File: config.mk
export PLATFORM = sky130hd
export DESIGN_NAME = sbp_phy_regs
export DESIGN_NICKNAME = d
export VERILOG_FILES = /design/src/logic/sbp_pkg.sv /design/src/logic/sbp_phy_regs.sv
export SDC_FILE = /design/constraint.sdc
export NUM_CORES = 1
export LEC_CHECK = 0
export ABC_AREA = 1
export BUFFER_PORTS_ARGS = -buffer_cell sky130_fd_sc_hd__buf_2
export CORE_ASPECT_RATIO = 2
export CORE_MARGIN = 4
export CORE_UTILIZATION = 60
export DETAILED_ROUTE_END_ITERATION = 8
export PLACE_DENSITY_LB_ADDON = 0.08
export SLEW_MARGIN = 20
export SYNTH_ARGS = -nofsm -noshare
export SYNTH_HDL_FRONTEND = slang
export SYNTH_SLANG_ARGS = --single-unit
File: constraint.sdc
create_clock -name MCLK_I -period 4.9 [get_ports MCLK_I]
set_clock_uncertainty 0.1 [all_clocks]
set_input_delay 1.47 -clock MCLK_I [delete_from_list [all_inputs] [get_ports MCLK_I]]
set_output_delay 1.47 -clock MCLK_I [all_outputs]
set_load 0.005 [all_outputs]
File: src/logic/sbp_pkg.sv
// register map, field layout, reset values and types of the phy base register bank
`default_nettype none
package sbp_pkg;
    // apb address width and register indices (byte address is four times the index)
    localparam int SBP_ADDR_W = 8;
    localparam logic [4:0] SBP_IDX_NODE = 5'h00;
    localparam logic [4:0] SBP_IDX_CTRL_GAP = 5'h01;
    localparam logic [4:0] SBP_IDX_EXT_PORTS = 5'h02;
    localparam logic [4:0] SBP_IDX_SPEED_DLY = 5'h03;
    localparam logic [4:0] SBP_IDX_LINK_PWR = 5'h04;
    localparam logic [4:0] SBP_IDX_INT_FEAT = 5'h05;
    localparam logic [4:0] SBP_IDX_RSVD_SIX = 5'h06;
    localparam logic [4:0] SBP_IDX_PAGE_SEL = 5'h07;
    localparam logic [4:0] SBP_IDX_PAGED_LO = 5'h08;
    localparam logic [4:0] SBP_IDX_PAGED_HI = 5'h0F;
    localparam logic [4:0] SBP_IDX_IRQ_STAT = 5'h10;
    localparam logic [4:0] SBP_IDX_IRQ_MASK = 5'h11;
    // constant capability fields
    localparam logic [2:0] SBP_EXT_VAL = 3'h7;
    localparam logic [3:0] SBP_PORTS_VAL = 4'h3;
    localparam logic [2:0] SBP_SPEED_VAL = 3'h2;
    localparam logic [3:0] SBP_DELAY_VAL = 4'h0;
    localparam logic [2:0] SBP_JITTER_VAL = 3'h0;
    // values after hardware reset
    localparam logic [5:0] SBP_GAP_RST = 6'h3F;
    localparam logic SBP_LCTRL_RST = 1'b1;
    // pages that hold storage; pages 2..6 are reserved
    localparam logic [2:0] SBP_PAGE_RSVD_LO = 3'h2;
    localparam logic [2:0] SBP_PAGE_RSVD_HI = 3'h6;
    localparam logic [1:0] SBP_SLOT_PAGE7 = 2'h2;
    // interrupt status bit positions
    localparam int SBP_IRQ_W = 4;
    localparam int SBP_IRQ_SELFID = 0;
    localparam int SBP_IRQ_ROOT = 1;
    localparam int SBP_IRQ_CPWR = 2;
    localparam int SBP_IRQ_BUSRST = 3;
    // long bus reset timing
    localparam int SBP_CLK_MHZ = 100;
    localparam int SBP_LONG_RESET_US = 166;
    localparam int SBP_LONG_RESET_CYC = SBP_LONG_RESET_US * SBP_CLK_MHZ;
    localparam int SBP_LR_CNT_W = 16;

    // long reset sequencer states
    typedef enum logic [2:0] {
        SBP_LR_IDLE = 3'b001,
        SBP_LR_WAIT = 3'b010,
        SBP_LR_DRIVE = 3'b100
    } sbp_lr_state_t;

    // events reported by the phy core
    typedef struct packed {
        logic [5:0] node_addr;
        logic selfid_done;
        logic root_won;
        logic bus_reset;
        logic gap_valid;
        logic [5:0] gap_value;
        logic xfer_busy;
    } sbp_phy_evt_t;

    // whole state of the register bank
    typedef struct packed {
        logic pready;
        logic pslverr;
        logic [31:0] prdata;
        logic [5:0] node_addr;
        logic node_valid;
        logic root;
        logic cable_pwr;
        logic root_holdoff_bit;
        logic long_bus_reset_request;
        logic [5:0] gap;
        logic gap_armed;
        logic lctrl;
        logic contender;
        logic [2:0] pwr_class;
        logic [7:0] feat;
        logic [2:0] page;
        logic [3:0] port;
        logic [2:0][7:0][7:0] paged;
        logic [SBP_IRQ_W-1:0] irq_stat;
        logic [SBP_IRQ_W-1:0] irq_mask;
        logic irq;
        sbp_lr_state_t lr_state;
        logic [SBP_LR_CNT_W-1:0] lr_cnt;
        logic long_reset;
        logic status_xfer;
    } sbp_state_t;
endpackage : sbp_pkg
`default_nettype wire

File: src/logic/sbp_phy_regs.sv
// apb register bank of a three-port serial bus phy: base and paged registers
//
// The implementer's own choice: the APB interface to the registers.
`default_nettype none

// What this block does
// - Eighteen registers are kept: eight fixed base ones, eight paged ones chosen by the page, interrupt status and mask.
// - The page selector lives in base register 7 and never changes the meaning of base fields.
// - Reserved registers and fields read zero, and every register of pages 2 to 6 is reserved.
// - The read-only node address is loaded at self-id and announced by a register-0 status pulse.
// - The read-only root flag clears on every bus reset and sets when this node wins root.
// - The read-only cable power flag mirrors the cable power sense input.
// - Root holdoff is writable, cleared by hardware reset and kept across bus resets.
// - Setting the initiate bit starts a long 166 us bus reset at the next chance.
// - A transfer in progress is finished before the requested bus reset starts.
// - The initiate bit clears after hardware reset and after any bus reset.
// - The writable 6-bit gap count drives the arbitration gap timing.
// - The gap count updates on a register write or on a received or sent config packet.
// - The gap count returns to 3Fh on hardware reset or after two bus resets with no update.
// - Capability fields read fixed: extended 111b, three ports, speed 010b.
module sbp_phy_regs #(
    parameter int LONG_RESET_CYCLES = sbp_pkg::SBP_LONG_RESET_CYC
) (
    // clock and synchronous reset
    input wire logic MCLK_I,
    input wire logic RST_I,
    // apb slave
    input wire logic APB_PSEL_I,
    input wire logic APB_PENABLE_I,
    input wire logic APB_PWRITE_I,
    input wire logic [sbp_pkg::SBP_ADDR_W-1:0] APB_PADDR_I,
    input wire logic [31:0] APB_PWDATA_I,
    output logic [31:0] APB_PRDATA_O,
    output logic APB_PREADY_O,
    output logic APB_PSLVERR_O,
    // phy core events and sense inputs
    input wire sbp_pkg::sbp_phy_evt_t PHY_EVT_I,
    input wire logic CABLE_POWER_I,
    input wire logic CONTENDER_STRAP_I,
    input wire logic [2:0] POWER_CLASS_STRAP_I,
    // controls towards the phy core
    output logic LONG_RESET_O,
    output logic STATUS_XFER_O,
    output logic ROOT_HOLDOFF_O,
    output logic [5:0] GAP_COUNT_O,
    output logic LINK_ACTIVE_O,
    output logic CONTENDER_O,
    output logic [2:0] POWER_CLASS_O,
    // interrupt
    output logic IRQ_O
);
    import sbp_pkg::*;

    sbp_state_t s_r;
    sbp_state_t s_nxt;
    sbp_state_t rst_val;

    logic [4:0] idx;
    logic addr_ok;
    logic wr_done;
    logic gap_upd;
    logic bus_reset;
    logic [7:0] wbyte;
    logic [SBP_IRQ_W-1:0] evt;

    // page to storage slot: pages 0 and 1 keep slots 0 and 1, page 7 slot 2
    function automatic logic [2:0] page_slot(input logic [2:0] page);
        logic [2:0] res;
        res = 3'h0;
        if (page == 3'h7) begin
            res = {1'b1, SBP_SLOT_PAGE7};
        end else if (page < SBP_PAGE_RSVD_LO) begin
            res = {1'b1, 1'b0, page[0]};
        end
        return res;
    endfunction : page_slot

    // read multiplexer over the whole map
    function automatic logic [31:0] read_reg(input sbp_state_t st, input logic [4:0] ri);
        logic [31:0] res;
        logic [2:0] slot;
        res = 32'h0;
        slot = page_slot(st.page);
        case (ri)
            SBP_IDX_NODE: begin
                res[7:0] = {st.node_addr, st.root, st.cable_pwr};
            end
            SBP_IDX_CTRL_GAP: begin
                res[7:0] = {st.root_holdoff_bit, st.long_bus_reset_request, st.gap};
            end
            SBP_IDX_EXT_PORTS: begin
                res[7:0] = {SBP_EXT_VAL, 1'b0, SBP_PORTS_VAL};
            end
            SBP_IDX_SPEED_DLY: begin
                res[7:0] = {SBP_SPEED_VAL, 1'b0, SBP_DELAY_VAL};
            end
            SBP_IDX_LINK_PWR: begin
                res[7:0] = {st.lctrl, st.contender, SBP_JITTER_VAL, st.pwr_class};
            end
            SBP_IDX_INT_FEAT: begin
                res[7:0] = st.feat;
            end
            SBP_IDX_PAGE_SEL: begin
                res[7:0] = {st.page, 1'b0, st.port};
            end
            SBP_IDX_IRQ_STAT: begin
                res[SBP_IRQ_W-1:0] = st.irq_stat;
            end
            SBP_IDX_IRQ_MASK: begin
                res[SBP_IRQ_W-1:0] = st.irq_mask;
            end
            default: begin
                // paged window; reserved pages and register six read zero
                if (ri >= SBP_IDX_PAGED_LO && ri <= SBP_IDX_PAGED_HI && slot[2]) begin
                    res[7:0] = st.paged[slot[1:0]][ri[2:0]];
                end
            end
        endcase
        return res;
    endfunction : read_reg

    // values after hardware reset; straps are taken while reset is held
    always_comb begin
        rst_val = '0;
        rst_val.lr_state = SBP_LR_IDLE;
        rst_val.gap = SBP_GAP_RST;
        rst_val.lctrl = SBP_LCTRL_RST;
        rst_val.contender = CONTENDER_STRAP_I;
        rst_val.pwr_class = POWER_CLASS_STRAP_I;
        rst_val.cable_pwr = CABLE_POWER_I;
    end

    // address decode: word aligned, index at most the mask register
    always_comb begin
        idx = APB_PADDR_I[6:2];
        addr_ok = (APB_PADDR_I[1:0] == 2'h0)
            && ((APB_PADDR_I >> 7) == '0)
            && (idx <= SBP_IDX_IRQ_MASK);
        wr_done = APB_PSEL_I && APB_PENABLE_I && s_r.pready && APB_PWRITE_I && addr_ok;
        wbyte = APB_PWDATA_I[7:0];
    end

    // next state of the whole bank
    always_comb begin
        s_nxt = s_r;
        s_nxt.status_xfer = 1'b0;
        gap_upd = 1'b0;
        bus_reset = PHY_EVT_I.bus_reset;
        evt = '0;

        // apb answer: one wait state, data and error sampled with ready
        s_nxt.pready = APB_PSEL_I && APB_PENABLE_I && !s_r.pready;
        s_nxt.pslverr = 1'b0;
        s_nxt.prdata = 32'h0;
        if (APB_PSEL_I && APB_PENABLE_I && !s_r.pready) begin
            s_nxt.pslverr = !addr_ok;
            if (addr_ok && !APB_PWRITE_I) begin
                s_nxt.prdata = read_reg(s_r, idx);
            end
        end

        // register writes; read-only indices simply fall through
        // addressed writes only
        if (wr_done) begin
            case (idx)
                SBP_IDX_CTRL_GAP: begin
                    s_nxt.root_holdoff_bit = wbyte[7];
                    s_nxt.long_bus_reset_request = wbyte[6];
                    s_nxt.gap = wbyte[5:0];
                    gap_upd = 1'b1;
                end
                SBP_IDX_LINK_PWR: begin
                    s_nxt.lctrl = wbyte[7];
                    s_nxt.contender = wbyte[6];
                    s_nxt.pwr_class = wbyte[2:0];
                end
                SBP_IDX_INT_FEAT: begin
                    s_nxt.feat = wbyte;
                end
                SBP_IDX_PAGE_SEL: begin
                    s_nxt.page = wbyte[7:5];
                    s_nxt.port = wbyte[3:0];
                end
                SBP_IDX_IRQ_STAT: begin
                    s_nxt.irq_stat = s_r.irq_stat & ~APB_PWDATA_I[SBP_IRQ_W-1:0];
                end
                SBP_IDX_IRQ_MASK: begin
                    s_nxt.irq_mask = APB_PWDATA_I[SBP_IRQ_W-1:0];
                end
                default: begin
                    if (idx >= SBP_IDX_PAGED_LO && page_slot(s_r.page) != 3'h0) begin
                        s_nxt.paged[2'(page_slot(s_r.page))][idx[2:0]] = wbyte;
                    end
                end
            endcase
        end

        // gap by config packet, overrides a write in the same cycle
        if (PHY_EVT_I.gap_valid) begin
            s_nxt.gap = PHY_EVT_I.gap_value;
            gap_upd = 1'b1;
        end

        // long reset sequencer; waits out a running transfer first
        s_nxt.long_reset = 1'b0;
        case (s_r.lr_state)
            SBP_LR_IDLE: begin
                if (s_r.long_bus_reset_request) begin
                    if (PHY_EVT_I.xfer_busy || PHY_EVT_I.bus_reset) begin
                        s_nxt.lr_state = PHY_EVT_I.bus_reset ? SBP_LR_IDLE : SBP_LR_WAIT;
                    end else begin
                        s_nxt.lr_state = SBP_LR_DRIVE;
                        s_nxt.lr_cnt = SBP_LR_CNT_W'(LONG_RESET_CYCLES - 1);
                        s_nxt.long_reset = 1'b1;
                        bus_reset = 1'b1;
                    end
                end
            end
            SBP_LR_WAIT: begin
                if (PHY_EVT_I.bus_reset) begin
                    // a reset from elsewhere already served the request
                    s_nxt.lr_state = SBP_LR_IDLE;
                end else if (!PHY_EVT_I.xfer_busy) begin
                    s_nxt.lr_state = SBP_LR_DRIVE;
                    s_nxt.lr_cnt = SBP_LR_CNT_W'(LONG_RESET_CYCLES - 1);
                    s_nxt.long_reset = 1'b1;
                    bus_reset = 1'b1;
                end
            end
            SBP_LR_DRIVE: begin
                // hold for the long reset time
                if (s_r.lr_cnt == '0) begin
                    s_nxt.lr_state = SBP_LR_IDLE;
                end else begin
                    s_nxt.lr_cnt = s_r.lr_cnt - 1'b1;
                    s_nxt.long_reset = 1'b1;
                end
            end
            default: begin
                s_nxt.lr_state = SBP_LR_IDLE;
            end
        endcase

        // bus reset effects; root holdoff is deliberately left alone
        if (bus_reset) begin
            evt[SBP_IRQ_BUSRST] = 1'b1;
            s_nxt.root = 1'b0;
            s_nxt.long_bus_reset_request = 1'b0;
            s_nxt.node_valid = 1'b0;
            if (s_r.gap_armed && !gap_upd) begin
                s_nxt.gap = SBP_GAP_RST;
            end
            s_nxt.gap_armed = 1'b1;
        end else if (gap_upd) begin
            s_nxt.gap_armed = 1'b0;
        end

        // self-id loads address and reports register 0
        if (PHY_EVT_I.selfid_done) begin
            s_nxt.node_addr = PHY_EVT_I.node_addr;
            s_nxt.node_valid = 1'b1;
            s_nxt.status_xfer = 1'b1;
            evt[SBP_IRQ_SELFID] = 1'b1;
        end

        if (PHY_EVT_I.root_won) begin
            s_nxt.root = 1'b1;
            evt[SBP_IRQ_ROOT] = 1'b1;
        end

        // cable power mirror; a fall raises an event
        s_nxt.cable_pwr = CABLE_POWER_I;
        if (s_r.cable_pwr && !CABLE_POWER_I) begin
            evt[SBP_IRQ_CPWR] = 1'b1;
        end

        // events set after the clear so a coincident event is not lost
        s_nxt.irq_stat = s_nxt.irq_stat | evt;
        s_nxt.irq = |(s_nxt.irq_stat & s_nxt.irq_mask);
    end

    // one register for the whole bank
    always_ff @(posedge MCLK_I) begin
        if (RST_I) begin
            s_r <= rst_val;
        end else begin
            s_r <= s_nxt;
        end
    end

    // outputs straight from the state register
    assign APB_PRDATA_O = s_r.prdata;
    assign APB_PREADY_O = s_r.pready;
    assign APB_PSLVERR_O = s_r.pslverr;
    assign LONG_RESET_O = s_r.long_reset;
    assign STATUS_XFER_O = s_r.status_xfer;
    assign ROOT_HOLDOFF_O = s_r.root_holdoff_bit;
    // gap count to the arbitration timers
    assign GAP_COUNT_O = s_r.gap;
    assign LINK_ACTIVE_O = s_r.lctrl;
    assign CONTENDER_O = s_r.contender;
    assign POWER_CLASS_O = s_r.pwr_class;
    assign IRQ_O = s_r.irq;
endmodule : sbp_phy_regs
`default_nettype wire

==> results_tabular.tex, run 1 <==
\begin{tabular}{lr}
\hline
Metric & Value \\
\hline
\multicolumn{2}{l}{\textbf{Global route}} \\
Maximum number of pins on one net before global-route repair & 70 \\
Initial antenna violation count & 0 \\
Number of global-route vias before repair & 11700 \\
Residual overflow from global routing & 0 \\
Aggregate global-route resource usage & 0.314 \\
Wire length of the first global-routing pass & 61.3 mm \\
\multicolumn{2}{l}{\textbf{Clock tree}} \\
TritonCTS clock tree & yes \\
Clock transition at the registers of the reported paths & 0.06 ns \\
TritonCTS buffer count & 25 \\
CTS max path bufs & 3 \\
Clock H-tree levels & 1 \\
Clk root buf & sky130\_fd\_sc\_hd\_\_clkbuf\_16 \\
Source-to-sink clock delay at the later pin of the worst-skew pair & 0.54 ns \\
\# Post-CTS Setup Buffers & 0 \\
Sink count of the clock tree & 269 \\
\# hold bufs at CTS & 0 \\
Post-CTS resize count & 0 \\
\multicolumn{2}{l}{\textbf{Logic synthesis}} \\
Ys async rst share & 0 \\
Average footprint of a synthesized cell & 6.92 µm² \\
Synth warn & 0 \\
Netlist Area Pre-Place & 12900 µm² \\
Syn Inst Count & 1857 \\
Flip-flop and latch count after synthesis & 269 \\
Sequential share of the synthesized area & 0.422 \\
Area share of the leading cell type in the synthesized netlist & 0.413 \\
Netlist cell types & 48 \\
Biggest area consumer among synthesized cells & sky130\_fd\_sc\_hd\_\_dfxtp\_1 \\
Ranking of synthesized cells by area & sky130\_fd\_sc\_hd\_\_dfxtp\_1, sky130\_fd\_sc\_hd\_\_nor2\_1, sky130\_fd\_sc\_hd\_\_nand2\_1 \\
EDFF count, synth & 4 \\
Leading register cell type out of synthesis & sky130\_fd\_sc\_hd\_\_dfxtp\_1 \\
\multicolumn{2}{l}{\textbf{STA}} \\
Timing-limited maximum frequency & 295 MHz \\
Count of endpoints failing hold in the final timing report & 0 \\
Worst slew margin relative to its limit & 0.271 \\
Max-slew violation count & 0 \\
Unrepaired setup endpoints after global routing & false \\
Share of the clock period used by the worst path & 0.691 \\
Minimum clock period & 3.39 ns \\
Sum of negative setup slack & 0 ns \\
Transition time of the tightest slew-check pin & 1.09 ns \\
Setup-failing EPs final & 0 \\
\multicolumn{2}{l}{\textbf{Setup path}} \\
Type of element capturing the critical path & register \\
Maximum net fanout on the critical path & 19 \\
Critical path startpoint category & input port \\
Critical Setup Path Class & input port to register \\
WP depth & 11 \\
RR Startpoint & s\_r[226]\$\_SDFFE\_PP0P\_ \\
Cell family with the largest share of critical-path delay & simple AND/OR/NAND/NOR gates \\
Maximum cell stage delay along the critical path & 0.37 ns \\
Crit path required time & 5.23 ns \\
Reg-to-reg setup timing slack & 1.61 ns \\
Crit path DAT & 3.71 ns \\
Path depth of the worst reg2reg path & 10 \\
Number of buffer and inverter instances along the worst setup path & 4 \\
Most common cell type on the critical path & sky130\_fd\_sc\_hd\_\_nor2\_1 \\
Slowest CP cell & sky130\_fd\_sc\_hd\_\_nor2\_4 \\
Cell-by-cell trace of the critical path & buf\_2 > inv\_2 > nor2\_1 > inv\_2 > nor2\_2 > nor3\_4 > nand3\_4 > nor2\_4 > inv\_1 > nor2\_1 > nor2\_1 \\
\multicolumn{2}{l}{\textbf{Min path}} \\
Number of cells on the worst hold path & 2 \\
End point of the most critical hold path & s\_r[232]\$\_SDFFE\_PP0P\_ \\
Hold Crit Class & register to register \\
Start point of the worst min-delay path & s\_r[232]\$\_SDFFE\_PP0P\_ \\
\multicolumn{2}{l}{\textbf{Final layout}} \\
Layout cells sized above 1 & 0.108 \\
Nets & 1919 \\
Antenna diodes & 0 \\
Most frequent standard cell in the layout excluding fill and tap cells & sky130\_fd\_sc\_hd\_\_nor2\_1 \\
Commonest non-fill, non-tap cells in the layout & sky130\_fd\_sc\_hd\_\_nor2\_1, sky130\_fd\_sc\_hd\_\_nand2\_1, sky130\_fd\_sc\_hd\_\_dfxtp\_1, sky130\_fd\_sc\_hd\_\_o21ai\_0, sky130\_fd\_sc\_hd\_\_a21oi\_1 \\
Area Overhead vs Synth & 7.49\% \\
End-of-flow core utilization & 0.658 \\
\multicolumn{2}{l}{\textbf{Run}} \\
Max-cap violations & 0 \\
\multicolumn{2}{l}{\textbf{Detailed routing}} \\
Count of TritonRoute iterations in the first routing pass & 5 \\
Via count of the routed design & 12100 \\
ANT nets after route & 0 \\
DRT Wirelength & 38.6 mm \\
Vias/cell & 5.68 \\
DRC Markers & 0 \\
Number of DRC markers after the initial detailed-route iteration & 1003 \\
Wire per inst & 18.1 µm \\
\multicolumn{2}{l}{\textbf{Floorplanning}} \\
Die height & 215 µm \\
Area of the core & 21000 µm² \\
Initial core utilization & 0.612 \\
Die Wd & 112 µm \\
Die Area & 24000 µm² \\
Number of top-level pins & 116 \\
Standard-cell rows & 75 \\
\multicolumn{2}{l}{\textbf{Outcome}} \\
Run status & finished clean \\
\multicolumn{2}{l}{\textbf{Power}} \\
Leakage power of the design & 5.92 nW \\
Pwr per Cell Area & 324 nW/µm² \\
Total Power Consumption & 4.48 mW \\
IR drop worst, VDD & 0.286 mV \\
\multicolumn{2}{l}{\textbf{Place}} \\
Half-perimeter wire length after placement & 25.8 mm \\
Number of port buffers & 67 \\
Last weighted congestion value of the routability-driven placer & 1.01 \\
\hline
\end{tabular}
## worst max path at each step
stage,endpoint,start,slack (ns)
floorplan,GAP_COUNT_O[3]$_SDFF_PP1_,APB_PADDR_I[3],1.78
finish,register,APB_PADDR_I[4],1.51
global placement,register,APB_PADDR_I[4],1.03
global route,s_r[235]$_SDFFE_PP0P_,APB_PADDR_I[2],1.30
CTS,register,APB_PADDR_I[4],1.55
detailed placement,register,APB_PADDR_I[4],1.0
## power by group
group	switching [mW]	internal [mW]	leakage, nW
registers	0.0116	2.21	2.18
logic	0.213	0.0755	3.34
clock network	0.851	1.12	0.406
## through the flow
| step | hold WS [ns] | worst slack [ns] | cells | instance area [µm²] |
|---|---|---|---|---|
| final | 0.365 | 1.51 | 2135 | 13800 |
| after global routing | 0.378 | 1.30 | 2135 | 13800 |
| after CTS | 0.363 | 1.55 | 2135 | 13800 |
| after detailed placement | 0.352 | 0.999 | 2092 | 13000 |
| after global placement | 0.339 | 1.03 | 2092 | 13000 |
| after floorplan | 0.325 | 1.78 | 1880 | 12900 |
## worst reg2reg max path: stages, from the launching register on
cell and delay [ns]:
sky130_fd_sc_hd__dfxtp_1 0.31, sky130_fd_sc_hd__buf_4 0.34, sky130_fd_sc_hd__nand3_2 0.67, sky130_fd_sc_hd__o21ai_1 0.36, sky130_fd_sc_hd__nand2_1 0.14, sky130_fd_sc_hd__nor2_4 0.23
sky130_fd_sc_hd__nand3_4 0.30, sky130_fd_sc_hd__nor2_4 0.38, sky130_fd_sc_hd__inv_1 0.15, sky130_fd_sc_hd__nor2_1 0.13, sky130_fd_sc_hd__nor2_1 0.07
## cells in the mapped netlist, types with 5 or more instances
cell type	n
sky130_fd_sc_hd__nor2_1	374
sky130_fd_sc_hd__nand2_1	302
sky130_fd_sc_hd__dfxtp_1	265
sky130_fd_sc_hd__o21ai_0	203
sky130_fd_sc_hd__a21oi_1	123
sky130_fd_sc_hd__inv_1	114
sky130_fd_sc_hd__nand3_1	113
sky130_fd_sc_hd__clkbuf_1	73
sky130_fd_sc_hd__buf_4	55
sky130_fd_sc_hd__o21ai_1	46
sky130_fd_sc_hd__nor2_4	26
sky130_fd_sc_hd__nor3_1	16
sky130_fd_sc_hd__inv_2	15
sky130_fd_sc_hd__or2_2	14
sky130_fd_sc_hd__nand4_1	12
sky130_fd_sc_hd__buf_1	9
sky130_fd_sc_hd__nand3b_1	9
sky130_fd_sc_hd__o211ai_1	8
sky130_fd_sc_hd__a211oi_1	7
sky130_fd_sc_hd__nor2_2	6
sky130_fd_sc_hd__nor4_1	6
sky130_fd_sc_hd__o22ai_1	6
sky130_fd_sc_hd__xor2_1	5
## layer usage
layer | vias to the layer above | wire length, µm | GRT usage
met5 | - | 0 | 0
met3 | 131 | 2360 | 0.0329
met1 | 5596 | 14200 | 0.356
li1 | 5956 | - | -
met4 | 0 | 2530 | 0.185
met2 | 439 | 19500 | 0.563
## logic make-up after synthesis
family / count (synthesis) / synth area share
AND/OR/NAND/NOR: 891 / 0.305
AO/OA/AOI/OAI: 410 / 0.167
buffers and inverters: 278 / 0.0999
flip-flops: 269 / 0.422
XOR/XNOR: 6 / 0.00409
adder cells (fa/ha/maj): 2 / 0.00195
other: 1 / 0.000292
## layout make-up
cell class                      count  area, µm²
Inverter                          133        502
Timing Repair Buffer               88        505
Clock buffer                       38        766
Multi-Input combinational cell   1333       6240
Sequential cell                   269       5430
Tap cell                          269        337
Fill cell                        1973       7200
Clock inverter                      5       50.0
Power figures use the tool's default switching activity.
==> inputs of run 2 (changes only) <==
clock period = 3.2 ns   (was 4.9 ns; I/O delays follow)
==> results_tabular.tex, run 2 (synthesis gave the netlist of run 1 again) <==
\begin{tabular}{lr}
\hline
Metric & Value \\
\hline
\multicolumn{2}{l}{\textbf{Power}} \\
Pwr per Cell Area & 490 nW/µm² \\
Total Power Consumption & 6.93 mW \\
IR drop worst, VDD & 0.535 mV \\
Leakage power of the design & 6.12 nW \\
\multicolumn{2}{l}{\textbf{STA}} \\
Minimum clock period & 2.65 ns \\
Max-slew violation count & 0 \\
Final hold slack & 0.351 ns \\
Timing-limited maximum frequency & 377 MHz \\
Setup-failing EPs final & 0 \\
Count of endpoints failing hold in the final timing report & 0 \\
Worst slew margin relative to its limit & 0.416 \\
Share of the clock period used by the worst path & 0.829 \\
Transition time of the tightest slew-check pin & 0.877 ns \\
Unrepaired setup endpoints after global routing & false \\
Sum of negative setup slack & 0 ns \\
\multicolumn{2}{l}{\textbf{Final layout}} \\
Layout cells sized above 1 & 0.127 \\
Antenna diodes & 0 \\
Area Overhead vs Synth & 10.0\% \\
Final cell count without fillers & 2172 \\
Nets & 1956 \\
Most frequent standard cell in the layout excluding fill and tap cells & sky130\_fd\_sc\_hd\_\_nor2\_1 \\
Commonest non-fill, non-tap cells in the layout & sky130\_fd\_sc\_hd\_\_nor2\_1, sky130\_fd\_sc\_hd\_\_nand2\_1, sky130\_fd\_sc\_hd\_\_dfxtp\_1, sky130\_fd\_sc\_hd\_\_o21ai\_0, sky130\_fd\_sc\_hd\_\_a21oi\_1 \\
Fillcell total & 1939 \\
\multicolumn{2}{l}{\textbf{Detailed routing}} \\
Number of DRC markers after the initial detailed-route iteration & 1192 \\
Count of TritonRoute iterations in the first routing pass & 8 \\
ANT nets after route & 0 \\
Via count of the routed design & 12500 \\
Wire per inst & 18.6 µm \\
DRT Wirelength & 40.3 mm \\
Vias/cell & 5.73 \\
DRC Markers & 0 \\
\multicolumn{2}{l}{\textbf{Floorplanning}} \\
Initial core utilization & 0.612 \\
Standard-cell rows & 75 \\
Die Wd & 112 µm \\
Die height & 215 µm \\
Number of top-level pins & 116 \\
Die Area & 24000 µm² \\
Area of the core & 21000 µm² \\
\multicolumn{2}{l}{\textbf{Global route}} \\
Global-route met1 utilization & 0.374 \\
GR Layer Usage met2 & 0.570 \\
Most used routing layer & met2 \\
Wire length of the first global-routing pass & 63.7 mm \\
Maximum number of pins on one net before global-route repair & 69 \\
Number of global-route vias before repair & 12200 \\
Initial antenna violation count & 0 \\
Residual overflow from global routing & 0 \\
Global Route met3 Usage & 0.0388 \\
Aggregate global-route resource usage & 0.329 \\
\multicolumn{2}{l}{\textbf{Setup path}} \\
Crit path DAT & 3.00 ns \\
Type of element capturing the critical path & register \\
Crit path required time & 3.55 ns \\
Critical path startpoint category & input port \\
Reg-to-reg setup timing slack & 0.74 ns \\
Path depth of the worst reg2reg path & 9 \\
Critical Setup Path Class & input port to register \\
RR Startpoint & s\_r[228]\$\_SDFFE\_PP0P\_ \\
Maximum net fanout on the critical path & 10 \\
\multicolumn{2}{l}{\textbf{Clock tree}} \\
Sink count of the clock tree & 269 \\
Clock H-tree levels & 1 \\
Clock transition at the registers of the reported paths & 0.07 ns \\
Clk root buf & sky130\_fd\_sc\_hd\_\_clkbuf\_16 \\
TritonCTS clock tree & yes \\
\# Post-CTS Setup Buffers & 0 \\
Source-to-sink clock delay at the later pin of the worst-skew pair & 0.54 ns \\
CTS max path bufs & 3 \\
Post-CTS resize count & 0 \\
\# hold bufs at CTS & 0 \\
TritonCTS buffer count & 24 \\
\multicolumn{2}{l}{\textbf{Min path}} \\
End point of the most critical hold path & s\_r[235]\$\_SDFFE\_PP0P\_ \\
Start point of the worst min-delay path & s\_r[235]\$\_SDFFE\_PP0P\_ \\
Number of cells on the worst hold path & 2 \\
Hold Crit Class & register to register \\
\multicolumn{2}{l}{\textbf{Place}} \\
Number of port buffers & 67 \\
Half-perimeter wire length after placement & 27.3 mm \\
Last weighted congestion value of the routability-driven placer & 0.907 \\
Cell count after placement & 2130 \\
\multicolumn{2}{l}{\textbf{Outcome}} \\
Run status & finished clean \\
\multicolumn{2}{l}{\textbf{Run}} \\
Max-cap violations & 0 \\
\hline
\end{tabular}
run 2: changes by cell type in the layout (fill, tap and decap cells not counted), sizes merged:
cell	delta
clkbuf	-2
buf	+38
clkinvlp	+1
run 2: per-stage QoR:
step | util | cell area (µm²) | setup slack [ns]
2_1_floorplan | - | 12900 | 0.587
3_3_place_gp | 0.633 | 13300 | 0.156
3_5_place_dp | 0.633 | 13300 | 0.106
4_1_cts | 0.673 | 14100 | 0.630
5_1_grt | 0.673 | 14100 | 0.535
6_report | 0.673 | 14100 | 0.547
run 2: report_power, final:
part	internal, mW	total (mW)	switching [mW]
Combinational	0.136	0.481	0.345
Clock	1.74	3.06	1.32
Sequential	3.38	3.40	0.0175
run 2: critical path, cell delays in order:
cell and delay [ns]:
sky130_fd_sc_hd__buf_2 0.18, sky130_fd_sc_hd__buf_4 0.21, sky130_fd_sc_hd__inv_2 0.14, sky130_fd_sc_hd__nor2_2 0.19, sky130_fd_sc_hd__nand2_2 0.23, sky130_fd_sc_hd__nor2_2 0.34, sky130_fd_sc_hd__inv_1 0.13, sky130_fd_sc_hd__nor2_1 0.17
sky130_fd_sc_hd__buf_4 0.20, sky130_fd_sc_hd__nor2_1 0.05, sky130_fd_sc_hd__a211oi_1 0.18
run 2: layer usage:
layer	routed length (µm)	up-vias
met1	14600	5730
met2	20000	524
li1	-	6038
met4	2980	0
met3	2780	158
met5	0	-
run 2: cell type report:
cell class,count,area [µm²],area share
Multi-Input combinational cell,1333,6240,0.441
Sequential cell,269,5430,0.384
Timing Repair Buffer,126,816,0.0577
Clock buffer,36,768,0.0543
Inverter,133,502,0.0355
Tap cell,269,337,0.0238
Clock inverter,6,61.3,0.00433
run 2: worst max-delay path by stage:
stage / from / to / slack (ns) / cells past startpoint
final: APB_PADDR_I[2] / s_r[230]$_SDFFE_PP0P_ / 0.55 / 11
after floorplan: APB_PADDR_I[3] / GAP_COUNT_O[3]$_SDFF_PP1_ / 0.59 / 11
after CTS: APB_PADDR_I[2] / s_r[230]$_SDFFE_PP0P_ / 0.63 / 11
after global routing: APB_PADDR_I[2] / s_r[230]$_SDFFE_PP0P_ / 0.54 / 11
after detailed placement: APB_PADDR_I[2] / s_r[230]$_SDFFE_PP0P_ / 0.11 / 11
after global placement: APB_PADDR_I[2] / s_r[229]$_SDFFE_PP0P_ / 0.16 / 11
